==> src/core/acc_pkg.sv <==
// Shared constants and types for the converter calibration control block.
// Assumes a single 10 MHz master clock and a byte-wide special register port.
package acc_pkg;

    localparam logic [7:0] ACC_CAL_CTRL_ADDR = 8'hf5;
    localparam logic [7:0] ACC_CAL_CTRL_RESET = 8'h00;

    // Field positions of the calibration control register
    localparam int ACC_BIT_BUSY = 7;
    localparam int ACC_BIT_GAIN_CAL_DISABLE = 6;
    localparam int ACC_BIT_AVG_COUNT_SEL_HI = 5;
    localparam int ACC_BIT_AVG_COUNT_SEL_LO = 4;
    localparam int ACC_BIT_RESERVED_ZERO = 3;
    localparam int ACC_BIT_CAL_ENABLE_ONE = 2;
    localparam int ACC_BIT_CAL_TYPE = 1;
    localparam int ACC_BIT_CAL_START = 0;

    // Averaged readings per calibration
    localparam logic [5:0] ACC_AVG_00 = 6'h0f;
    localparam logic [5:0] ACC_AVG_10 = 6'h1f;
    localparam logic [5:0] ACC_AVG_11 = 6'h3f;

    // Conversion timing in converter clocks
    localparam logic [3:0] ACC_CONV_CLKS = 4'hf;
    localparam logic [3:0] ACC_SYNC_CLKS = 4'h1;
    localparam logic [3:0] ACC_SAR_BITS = 4'hc;

    // Master clock divide ratios by select code 00, 01, 10, 11
    localparam logic [4:0] ACC_DIV_00 = 5'h10;
    localparam logic [4:0] ACC_DIV_01 = 5'h02;
    localparam logic [4:0] ACC_DIV_10 = 5'h04;
    localparam logic [4:0] ACC_DIV_11 = 5'h08;

    localparam logic [11:0] ACC_FULL_SCALE = 12'hfff;

    // Input routing during conversions
    localparam logic [1:0] ACC_MUX_SIGNAL = 2'h0;
    localparam logic [1:0] ACC_MUX_ZERO = 2'h1;
    localparam logic [1:0] ACC_MUX_FULL = 2'h2;

    typedef enum logic [2:0] {
        ACC_IDLE = 3'b000,
        ACC_SYNC = 3'b001,
        ACC_ACQ = 3'b010,
        ACC_CONV = 3'b011,
        ACC_DONE = 3'b100
    } acc_phase_type;

    typedef struct packed {
        acc_phase_type phase;
        logic [3:0] ctr;
        logic [3:0] bitn;
        logic [11:0] sar;
        logic [17:0] sum;
        logic [5:0] ncal;
        logic [6:0] ctl;
        logic busy;
        logic cal;
        logic [11:0] result;
        logic res_valid;
        logic track;
        logic [1:0] mux;
        logic [11:0] offs;
        logic signed [12:0] gerr;
        logic [7:0] rdata;
    } acc_state_type;

    typedef struct packed {
        logic [7:0] addr;
        logic wr;
        logic [7:0] wdata;
    } acc_sfr_type;

endpackage

==> src/core/acc_clkdiv.sv <==
// Converter clock enable divided down from the master clock.
// Assumes the select is static while conversions run.
`timescale 1ns/1ps
module acc_clkdiv
    import acc_pkg::*;
(
    input wire logic i_mclk,
    input wire logic i_resetn,
    input wire logic [1:0] i_div_sel,
    output logic o_tick
);
    typedef struct packed {
        logic [4:0] cnt;
        logic tick;
    } acc_div_type;

    acc_div_type s;
    acc_div_type next_s;
    logic [4:0] ratio;

    always_comb begin
        case (i_div_sel)
            2'h0: ratio = ACC_DIV_00;
            2'h1: ratio = ACC_DIV_01;
            2'h2: ratio = ACC_DIV_10;
            default: ratio = ACC_DIV_11;
        endcase
        next_s = s;
        next_s.tick = 1'b0;
        // Compare with >= so a smaller ratio picked mid-count cannot overrun
        if (s.cnt >= ratio - 5'h01) begin
            next_s.cnt = 5'h00;
            next_s.tick = 1'b1;
        end else begin
            next_s.cnt = s.cnt + 5'h01;
        end
    end

    always_ff @(posedge i_mclk) begin
        if (!i_resetn) begin
            s <= '0;
        end else begin
            s <= next_s;
        end
    end

    assign o_tick = s.tick;
endmodule

==> src/core/acc_top.sv <==
// Calibration control and busy logic of a 12-bit successive approximation converter.
// Assumes an analog comparator on i_cmp and a byte-wide special register port.
//
// Overview of operation
// - Busy reads high throughout every conversion or calibration cycle.
// - Busy clears by hardware when the running cycle completes.
// - Gain calibration runs when disable bit is 0, skipped when 1.
// - Averaged readings: code 00 gives 15, 10 gives 31, 11 gives 63.
// - Type bit 0 picks offset calibration, 1 picks gain calibration.
// - Setting the start bit launches the selected calibration cycle.
// - The start bit clears itself once calibration finishes.
// - Control register at F5H, resets to 00H, byte writes only.
// - Each conversion tracks, then holds while the search runs.
// - The offset- and gain-corrected final search value is latched as the result.
// - Conversion takes 15 clocks, plus 1 sync, plus 1 to 4 acquisition.
`timescale 1ns/1ps
module acc_top
    import acc_pkg::*;
(
    input wire logic i_mclk,
    input wire logic i_resetn,
    input wire acc_sfr_type i_sfr,
    input wire logic [1:0] i_div_sel,
    input wire logic [1:0] i_acq_sel,
    input wire logic i_conv_start,
    input wire logic i_cmp,
    output logic [7:0] o_sfr_rdata,
    output logic o_busy,
    output logic o_track,
    output logic [11:0] o_sar_dac,
    output logic [1:0] o_cal_mux,
    output logic [11:0] o_result,
    output logic o_result_valid,
    output logic [11:0] o_offset_coef,
    output logic signed [12:0] o_gain_coef
);
    acc_state_type s;
    acc_state_type next_s;
    logic tick;
    logic ctl_write;
    logic [5:0] avg_target;
    logic [11:0] raw;
    logic signed [13:0] diff;
    logic signed [26:0] prod;
    logic signed [14:0] fixed;
    logic [11:0] corrected;
    logic [11:0] diff_pos;
    logic [17:0] sum_next;
    logic [17:0] avg_full;

    acc_clkdiv u_div (
        .i_mclk(i_mclk),
        .i_resetn(i_resetn),
        .i_div_sel(i_div_sel),
        .o_tick(tick)
    );

    // Code 01 is undefined; it falls back to the shortest average
    always_comb begin
        case (s.ctl[ACC_BIT_AVG_COUNT_SEL_HI:ACC_BIT_AVG_COUNT_SEL_LO])
            2'h2: avg_target = ACC_AVG_10;
            2'h3: avg_target = ACC_AVG_11;
            default: avg_target = ACC_AVG_00;
        endcase
    end

    // Final search value: last trial bit resolved in this clock
    always_comb begin
        raw = s.sar;
        if (!i_cmp) begin
            raw[0] = 1'b0;
        end
    end

    // Offset then gain correction; gain error is scaled by 1/4096
    always_comb begin
        diff = $signed({2'b00, raw}) - $signed({2'b00, s.offs});
        prod = diff * s.gerr;
        fixed = 15'(diff) - 15'(prod >>> 12);
        if (fixed < 0) begin
            corrected = 12'h000;
        end else if (fixed > $signed({3'b000, ACC_FULL_SCALE})) begin
            corrected = ACC_FULL_SCALE;
        end else begin
            corrected = fixed[11:0];
        end
        if (diff < 0) begin
            diff_pos = 12'h000;
        end else begin
            diff_pos = diff[11:0];
        end
    end

    // Offset readings average raw codes; gain readings average offset-free codes
    always_comb begin
        if (s.mux == ACC_MUX_FULL) begin
            sum_next = s.sum + {6'h00, diff_pos};
        end else begin
            sum_next = s.sum + {6'h00, raw};
        end
        case (avg_target)
            ACC_AVG_10: avg_full = sum_next / 18'(ACC_AVG_10);
            ACC_AVG_11: avg_full = sum_next / 18'(ACC_AVG_11);
            default: avg_full = sum_next / 18'(ACC_AVG_00);
        endcase
    end

    assign ctl_write = i_sfr.wr && (i_sfr.addr == ACC_CAL_CTRL_ADDR);

    always_comb begin
        next_s = s;
        next_s.res_valid = 1'b0;

        // Whole-byte write; busy bit is read-only and not stored
        if (ctl_write && !s.busy) begin
            next_s.ctl = i_sfr.wdata[6:0];
            if (i_sfr.wdata[ACC_BIT_CAL_START]) begin
                next_s.busy = 1'b1;
                next_s.cal = 1'b1;
                next_s.sum = 18'h00000;
                next_s.ncal = 6'h00;
                next_s.phase = ACC_SYNC;
                next_s.ctr = 4'h0;
                if (i_sfr.wdata[ACC_BIT_CAL_TYPE]) begin
                    next_s.mux = ACC_MUX_FULL;
                    if (i_sfr.wdata[ACC_BIT_GAIN_CAL_DISABLE]) begin
                        next_s.phase = ACC_DONE;
                    end
                end else begin
                    next_s.mux = ACC_MUX_ZERO;
                end
            end
        end else if (i_conv_start && !s.busy) begin
            next_s.busy = 1'b1;
            next_s.cal = 1'b0;
            next_s.mux = ACC_MUX_SIGNAL;
            next_s.phase = ACC_SYNC;
            next_s.ctr = 4'h0;
        end
        // A start arriving while busy falls through untouched

        if (tick) begin
            case (s.phase)
                ACC_IDLE: begin
                    next_s.track = 1'b0;
                end
                ACC_SYNC: begin
                    if (s.ctr == ACC_SYNC_CLKS - 4'h1) begin
                        next_s.phase = ACC_ACQ;
                        next_s.ctr = 4'h0;
                        next_s.track = 1'b1;
                    end else begin
                        next_s.ctr = s.ctr + 4'h1;
                    end
                end
                ACC_ACQ: begin
                    if (s.ctr == {2'b00, i_acq_sel}) begin
                        next_s.phase = ACC_CONV;
                        next_s.ctr = 4'h0;
                        next_s.track = 1'b0;
                        next_s.sar = 12'h800;
                        next_s.bitn = 4'hb;
                    end else begin
                        next_s.ctr = s.ctr + 4'h1;
                    end
                end
                ACC_CONV: begin
                    // Trials fill the first twelve clocks, the rest settle and latch
                    if (s.ctr < ACC_SAR_BITS) begin
                        if (!i_cmp) begin
                            next_s.sar[s.bitn] = 1'b0;
                        end
                        if (s.bitn != 4'h0) begin
                            next_s.sar[s.bitn - 4'h1] = 1'b1;
                            next_s.bitn = s.bitn - 4'h1;
                        end
                    end
                    if (s.ctr == ACC_CONV_CLKS - 4'h1) begin
                        next_s.ctr = 4'h0;
                        if (s.cal) begin
                            next_s.sum = sum_next;
                            next_s.ncal = s.ncal + 6'h01;
                            if (s.ncal + 6'h01 == avg_target) begin
                                next_s.phase = ACC_DONE;
                                if (s.mux == ACC_MUX_FULL) begin
                                    next_s.gerr = 13'($signed({1'b0, avg_full[11:0]})) -
                                        $signed({1'b0, ACC_FULL_SCALE});
                                end else begin
                                    next_s.offs = avg_full[11:0];
                                end
                            end else begin
                                next_s.phase = ACC_SYNC;
                            end
                        end else begin
                            next_s.result = corrected;
                            next_s.res_valid = 1'b1;
                            next_s.phase = ACC_DONE;
                        end
                    end else if (s.ctr < ACC_SAR_BITS) begin
                        next_s.ctr = s.ctr + 4'h1;
                        // Bit 0 trial is resolved by raw on the last search clock
                        if (s.ctr == ACC_SAR_BITS - 4'h1) begin
                            next_s.sar = raw;
                        end
                    end else begin
                        next_s.ctr = s.ctr + 4'h1;
                    end
                end
                ACC_DONE: begin
                    next_s.phase = ACC_IDLE;
                    next_s.busy = 1'b0;
                    next_s.mux = ACC_MUX_SIGNAL;
                    if (s.cal) begin
                        next_s.ctl[ACC_BIT_CAL_START] = 1'b0;
                        next_s.cal = 1'b0;
                    end
                end
                default: begin
                    next_s.phase = ACC_IDLE;
                    next_s.busy = 1'b0;
                end
            endcase
        end

        // Read data changes on the same clock as the register, one clock after the address
        if (i_sfr.addr == ACC_CAL_CTRL_ADDR) begin
            next_s.rdata = {next_s.busy, next_s.ctl};
        end else begin
            next_s.rdata = 8'h00;
        end
    end

    always_ff @(posedge i_mclk) begin
        if (!i_resetn) begin
            s <= '0;
            s.ctl <= ACC_CAL_CTRL_RESET[6:0];
        end else begin
            s <= next_s;
        end
    end

    assign o_sfr_rdata = s.rdata;
    assign o_busy = s.busy;
    assign o_track = s.track;
    assign o_sar_dac = s.sar;
    assign o_cal_mux = s.mux;
    assign o_result = s.result;
    assign o_result_valid = s.res_valid;
    assign o_offset_coef = s.offs;
    assign o_gain_coef = s.gerr;
endmodule

==> config.mk <==
export PLATFORM = sky130hd
export DESIGN_NAME = acc_top
export DESIGN_NICKNAME = d
export VERILOG_FILES = /design/src/core/acc_pkg.sv /design/src/core/acc_clkdiv.sv /design/src/core/acc_top.sv
export SDC_FILE = /design/constraint.sdc
export NUM_CORES = 1
export LEC_CHECK = 0
export ABC_CLOCK_PERIOD_IN_PS = 42200
export BUFFER_PORTS_ARGS = -buffer_cell sky130_fd_sc_hd__buf_4
export CAP_MARGIN = 20
export CORE_UTILIZATION = 46
export CTS_BUF_LIST = sky130_fd_sc_hd__clkbuf_8
export CTS_CLUSTER_SIZE = 28
export DETAILED_ROUTE_END_ITERATION = 7
export PLACE_DENSITY = 0.71
export SYNTH_ARGS = -nofsm -noshare
export SYNTH_HDL_FRONTEND = slang
export SYNTH_SLANG_ARGS = --single-unit
==> constraint.sdc <==
create_clock -name i_mclk -period 42.2 [get_ports i_mclk]
set_input_delay 6.33 -clock i_mclk [delete_from_list [all_inputs] [get_ports i_mclk]]
set_output_delay 6.33 -clock i_mclk [all_outputs]
set_load 0.1 [all_outputs]
==> flow_metrics.py, run 1 <==
metrics = {
    "pwr": {
        "power_frac_clock_pct": 25.5,
        "swShare_pct": 36.56,
        "seqPwrFrac_pct": 39.2,
        "leakage_nw": 8.606,
        "p_switching_w": 0.00009962,
        "p_int_w": 0.0001729,
        "power_density_nw_per_um2": 13.75,
        "ir_drop_v": 0.00001643,
        "fin_total_pwr_w": 0.0002725,
        "power_frac_comb_pct": 35.3,
    },
    "synth": {
        "avgSynthCellArea_sq_um": 7.878,
        "ys_seq_area_share_pct": 11.71,
        "ys.flop_type": "dfxtp_1",
        "synth_nets": 2738,
        "ys_warn_count": 0,
        "synthesis.area_sq_um": 18970,
        "synth.distinct_cells": 122,
        "synthArstFlopShare_pct": 0,
        "ys_ff_latch": 111,
        "synth_edf_count": 0,
        "synth_cells": 2408,
    },
    "critical_path": {
        "cp-startpoint": "i_cmp",
        "worst-setup-path-type": "in2reg",
        "crit_path_end_kind": "register",
        "ff2ff_setup_slack_ps": 8190,
        "critPathSlowestCell": "o31ai_2",
        "crit-reg2reg-launch": "o_sar_dac[0]",
        "worstPathArrival_ps": 39990,
        "critPathMaxStageDelay_ps": 520,
        "crit_required_ps": 42460,
        "crit_top_cell": "ha_1",
        "crit_path_max_fanout": 27,
        "critical_path.startpoint_type": "input pin",
    },
    "sta": {
        "slew_viol_final": 0,
        "finalHoldViolCount": 0,
        "slew_headroom_pct": 28.58,
        "fin_crit_ps": 39740,
        "fmax_mhz": 25.17,
        "layout_setup_ws_ps": 2465,
        "fin_crit_sh_pct": 94.16,
        "skew_ps": 20.87,
        "fin_setup_tns_ps": 0,
        "max_slew.worst_pin.slew_ps": 1069,
        "rsz0062_at_grt": "false",
        "setup_viol": 0,
    },
    "detailed_routing": {
        "vias": 17610,
        "drt-wirelength-per-cell_microns": 17.91,
        "dr.pass1.iters": 6,
        "drc": 0,
        "drtIter0Drc": 1376,
        "antenna_left": 0,
        "wl_microns": 52150,
        "vias_per_cell": 6.048,
    },
    "clock_network": {
        "clk_path_buf_depth": 2,
        "clockRootBuffer": "clkbuf_8",
        "ctsHtreeMaxLevel": 3,
        "clkSinkCount": 111,
        "hold_buffers": 0,
        "cts_tree": "yes",
        "cts_buffers": 9,
        "clk_pin_slew_ps": 110,
        "insertion_delay_ps": 400,
    },
    "grt": {
        "grt_overflow_total": 0,
        "track_usage_pct": 24.77,
        "antenna_found_initial": 0,
        "grt_pass1_vias": 16980,
        "grt_max_degree": 89,
        "grt_pass1_wl_microns": 85360,
    },
    "run_status": {
        "status": "finished clean",
    },
    "job": {
        "cap_violations": 0,
    },
    "cells_and_area": {
        "fillers": 3921,
        "layout_common_cells": "nand2_1 (261), inv_1 (221), nor2_1 (188)",
        "drive_gt1_share_pct": 10.08,
        "nets": 2705,
        "n_antenna_cell": 0,
        "multi_input_area_sq_um": 15080,
        "final_common_cell": "nand2_1",
        "area_growth_pct": 4.512,
        "seq_area_sq_um": 2222,
    },
    "placement": {
        "dp_hpwl_microns": 40950,
        "dpl_worst_slack_ps": 1966,
        "place.gp.congestion": 0.8865,
        "io_buffers": 85,
    },
    "floorplan": {
        "dieWidth_microns": 205.1,
        "num_rows": 74,
        "num_io_pins": 87,
        "die_y_microns": 205.1,
        "initial_core_util_pct": 46.56,
        "die_area_sq_um": 42050,
        "coreArea_sq_um": 40740,
    },
    "worst_hold_path": {
        "min-delay-start": "o_result[2]",
        "worstHoldPathType": "reg2reg",
    },
}
[per-layer routing]
layer	GRT usage (%)	wire, microns	part of all wire [%]	vias to the layer above
met3	2.036	2903	5.6	85
met5	0	0	0	-
met2	42.77	25350	49	569
li1	-	-	-	8298
met1	32.93	22800	44	8660
met4	6.825	1100	2.1	0
[worst max-delay path, delay by kind of cell]
family | cells | cell delay (ps)
muxes | 2 | 810
xor gates and xnor gates | 7 | 1370
AOI/OAI and AO/OA | 60 | 15950
buffers and inverters | 13 | 1480
adders and majority gates | 21 | 6590
and+or+nand+nor | 42 | 7340
[through the flow]
| stage | instance area [sq um] | util (%) | cells | hold WS, ps |
|---|---|---|---|---|
| 2_1_floorplan | 18970 | - | 2408 | 429.8 |
| 3_3_place_gp | 19600 | 48.10 | 2894 | 440.5 |
| 3_5_place_dp | 19600 | 48.10 | 2894 | 445.5 |
| 4_1_cts | 19800 | 48.60 | 2910 | 461.6 |
| 5_1_grt | 19830 | 48.66 | 2912 | 485.9 |
| 6_report | 19830 | 48.66 | 2912 | 460.3 |
[synth_stat cells, types with 66 or more instances]
| library cell | instances | share of area, % |
|---|---|---|
| a21oi_1 | 131 | 3.5 |
| buf_4 | 66 | 2.6 |
| clkbuf_1 | 74 | 1.5 |
| dfxtp_1 | 111 | 12 |
| fa_1 | 164 | 17 |
| ha_1 | 141 | 9.3 |
| inv_1 | 221 | 4.4 |
| nand2_1 | 261 | 5.2 |
| nand3_1 | 69 | 1.8 |
| nor2_1 | 189 | 3.7 |
| nor3_1 | 67 | 1.8 |
| o21ai_0 | 95 | 2.5 |
[sequential cells by signal, summed over array words and instances, names as in the netlist]
| name | cells |
|---|---|
| o_result | 12 |
| o_cal_mux | 2 |
| o_track | 1 |
| o_gain_coef | 13 |
| s | 43 |
| o_sfr_rdata | 8 |
| u_div.o_tick | 1 |
| o_sar_dac | 12 |
| o_result_valid | 1 |
| o_busy | 1 |
| o_offset_coef | 12 |
| u_div.s | 5 |
[what timing repair did]
action | 4_1_cts | 5_1_grt
resized for setup | 0 | 4
endpoints found under the setup margin | 0 | 11
setup buffers | 0 | 1
[power groups by stage]
stage                     registers (W)  clock network [W]   logic, W
after floorplan                0.000109                  0  0.0000747
after global placement         0.000109                  0  0.0000910
after detailed placement       0.000109                  0  0.0000926
after CTS                      0.000107          0.0000711  0.0000933
after global routing           0.000107          0.0000748   0.000105
final                          0.000107          0.0000695  0.0000962
[cell families (layout without fill, tap and decap cells)]
family	count (synthesis)	count (layout)	synth area share [%]
buffers and inverters	376	348	8.865
AO/OA/AOI/OAI	587	587	22.26
multiplexers	43	43	2.500
AND/OR/NAND/NOR	872	872	22.69
adder cells (fa/ha/maj)	308	308	26.77
flip-flops	111	111	11.71
XOR/XNOR	111	111	5.204
[area by class of cell]
cell class / instances / area share, %
clock inverters: 6 / 0.3408
repair buffers: 108 / 4.077
well taps: 532 / 3.358
clock buffers: 10 / 0.6942
multi-input cells: 1921 / 76.07
flip-flops and latches: 111 / 11.21
inverters: 224 / 4.247
[worst paths after layout]
kind,end,depth (start not counted)
worst max register to register,o_gain_coef[10],144
worst max-delay path,o_gain_coef[10],145
worst min-delay path,o_result[2],2
worst min register to register,o_result[2],2
Power figures use the tool's default switching activity.
==> inputs of run 2 (changes only) <==
--- a/config.mk
+++ b/config.mk
@@ -5,14 +5,15 @@
 export SDC_FILE = /design/constraint.sdc
 export NUM_CORES = 1
 export LEC_CHECK = 0
+export ABC_AREA = 1
 export ABC_CLOCK_PERIOD_IN_PS = 42200
-export BUFFER_PORTS_ARGS = -buffer_cell sky130_fd_sc_hd__buf_4
+export BUFFER_PORTS_ARGS = -buffer_cell sky130_fd_sc_hd__buf_2
 export CAP_MARGIN = 20
 export CORE_UTILIZATION = 46
 export CTS_BUF_LIST = sky130_fd_sc_hd__clkbuf_8
 export CTS_CLUSTER_SIZE = 28
 export DETAILED_ROUTE_END_ITERATION = 7
-export PLACE_DENSITY = 0.71
+export PLACE_DENSITY_LB_ADDON = 0.05
 export SYNTH_ARGS = -nofsm -noshare
 export SYNTH_HDL_FRONTEND = slang
 export SYNTH_SLANG_ARGS = --single-unit
==> run 2 against run 1 <==
Total power increased by 120%. Highest routed layer unchanged. Utilization is 0.10 points lower. Worst setup slack improved by 6100 ps. Register-to-register slack improved by 5900 ps. Critical path depth grew 4. Sequential share of layout area about the same. Final cell count rose by 18%. Sequential power hardly changed. Maximum frequency up 18%.
==> flow_metrics.py, run 2 <==
metrics = {
    "critical_path": {
        "crit_path_end_kind": "register",
        "crit_top_cell": "nand2_1",
        "critPathSlowestCell": "a21oi_1",
        "worstPathArrival_ps": 33950,
        "critical_path.startpoint_type": "input pin",
        "worst-path-buf-inv": 25,
        "critPathMaxStageDelay_ps": 550,
        "cpLargestDelayFamily": "simple AND/OR/NAND/NOR gates",
        "worst-setup-path-type": "in2reg",
        "crit_required_ps": 42500,
        "crit_path_max_fanout": 19,
    },
    "detailed_routing": {
        "vias": 17520,
        "vias_per_cell": 5.112,
        "drtIter0Drc": 1025,
        "dr.pass1.iters": 5,
        "wl_microns": 52180,
        "drc": 0,
        "drt-wirelength-per-cell_microns": 15.23,
        "antenna_left": 0,
    },
    "cells_and_area": {
        "final_common_cell": "nand2_1",
        "nets": 3220,
        "layout_common_cells": "nand2_1 (704), inv_1 (519), nor2_1 (266)",
        "fin_util_pct": 48.56,
        "area_growth_pct": 3.668,
        "fillers": 4257,
        "fin_area_sq_um": 19870,
        "top_register": "s",
        "largest_reg_flops": 43,
        "drive_gt1_share_pct": 10.95,
        "n_antenna_cell": 0,
    },
    "clock_network": {
        "ctsHtreeMaxLevel": 3,
        "insertion_delay_ps": 410,
        "cts_buffers": 9,
        "clk_path_buf_depth": 2,
        "cts_tree": "yes",
        "post-cts-setup-buffers": 0,
        "clkSinkCount": 111,
        "hold_buffers": 0,
        "clk_pin_slew_ps": 110,
        "cts_resized": 0,
        "clockRootBuffer": "clkbuf_8",
    },
    "pwr": {
        "fin_total_pwr_w": 0.0005968,
        "power_density_nw_per_um2": 30.03,
        "leakage_nw": 10.74,
        "ir_drop_v": 0.00003312,
    },
    "synth": {
        "avgSynthCellArea_sq_um": 6.631,
        "synth_simple_gate_area_share_pct": 34.77,
        "synth_common_cells": "nand2_1 (704), inv_1 (518), nor2_1 (268)",
        "ys.flop_type": "dfxtp_1",
        "synth_top_family_by_area": "simple AND/OR/NAND/NOR gates",
        "synth.area.top_cells": "fa_1 (17%), nand2_1 (14%), dfxtp_1 (12%)",
        "ys_ff_latch": 111,
        "synth_cells": 2891,
        "synth_compound_area_share_pct": 8.928,
        "synth_nets": 3221,
        "synth-xor-area-share_pct": 3.740,
        "synth_edf_count": 0,
        "yosys.area.top_type": "fa_1",
        "ys_seq_area_share_pct": 11.59,
        "synth_most_common_cell": "nand2_1",
        "synth.distinct_cells": 59,
        "ys_warn_count": 0,
        "synthMuxAreaShare_pct": 0,
        "synth.top_cell.area_share_pct": 17.13,
        "synthesis.area_sq_um": 19170,
        "synth_fa_ha_area_share_pct": 26.33,
        "synthArstFlopShare_pct": 0,
    },
    "sta": {
        "max_slew.worst_pin.slew_ps": 993.4,
        "hold_ws_ps": 468.4,
        "finalHoldViolCount": 0,
        "slew_headroom_pct": 33.70,
        "setup_viol": 0,
        "skew_ps": 18.87,
        "fin_setup_tns_ps": 0,
        "fmax_mhz": 29.72,
        "rsz0062_at_grt": "false",
        "fin_crit_sh_pct": 79.73,
        "slew_viol_final": 0,
        "fin_crit_ps": 33650,
    },
    "placement": {
        "place.gp.congestion": 0.8601,
        "dp_hpwl_microns": 43480,
        "io_buffers": 85,
        "placed_area_sq_um": 19650,
    },
    "grt": {
        "grt_max_degree": 70,
        "use_met3_pct": 2.744,
        "grt_pass1_vias": 17230,
        "antenna_found_initial": 0,
        "track_usage_pct": 25.52,
        "grt_pass1_wl_microns": 87050,
        "use_met2_pct": 44.89,
        "grt_overflow_total": 0,
        "grt.busiest_layer": "met2",
        "use_met1_pct": 34.18,
    },
    "floorplan": {
        "coreArea_sq_um": 40920,
        "die_area_sq_um": 42500,
        "dieWidth_microns": 206.1,
        "die_y_microns": 206.1,
        "num_io_pins": 87,
        "num_rows": 74,
        "initial_core_util_pct": 46.84,
    },
    "run_status": {
        "status": "finished clean",
    },
    "job": {
        "cap_violations": 0,
    },
    "worst_hold_path": {
        "worstHoldPathType": "reg2reg",
    },
}
==> run 2: worst register-to-register path: cells and delay by family, from the launching register on <==
family | cells | cell delay (ps)
AOI/OAI and AO/OA | 24 | 6890
xor gates and xnor gates | 5 | 750
and+or+nand+nor | 77 | 11630
DFF | 1 | 420
buffers and inverters | 24 | 2700
adders and majority gates | 18 | 5610
==> run 2: metrics by stage <==
stage                     setup WS (ps)  instances
after floorplan                   13900       2891
after global placement             8540       3411
after detailed placement           8069       3411
after CTS                          8457       3427
after global routing               5936       3427
final                              8553       3427
==> run 2: power breakdown <==
| group | switching, W | internal, W |
|---|---|---|
| clock network | 0.0000412 | 0.0000344 |
| logic | 0.000288 | 0.000127 |
| registers | 0.000000780 | 0.000105 |
| total | 0.000330 | 0.000267 |
==> run 2: final cells by class <==
class	instances	area (sq um)	share of cell area (%)
multi-input cells	2111	14150	71.22
repair buffers	94	493.0	2.480
flip-flops and latches	111	2222	11.18
inverters	563	2113	10.63
clock inverters	7	101.3	0.5099
well taps	532	665.6	3.349
clock buffers	9	123.9	0.6233
==> run 2: worst paths after layout <==
kind	from	endpoint	slack, ps	cells after the start
min reg2reg	o_result[2]	o_result[2]	470	2
max reg2reg	o_sar_dac[0]	o_gain_coef[10]	14110	148
min	o_result[2]	o_result[2]	470	2
max	i_cmp	o_gain_coef[10]	8550	149
==> run 2: cells by family after synthesis <==
group / Yosys count
AOI/OAI and AO/OA: 305
xor gates and xnor gates: 81
adders and majority gates: 305
buffers and inverters: 669
DFF: 111
and+or+nand+nor: 1420
==> run 2: metal layers <==
| layer | up-vias | wire, microns |
|---|---|---|
| met5 | - | 0 |
| met4 | 0 | 574 |
| met3 | 42 | 1836 |
| met2 | 270 | 24790 |
| met1 | 8234 | 24980 |
| li1 | 8974 | - |
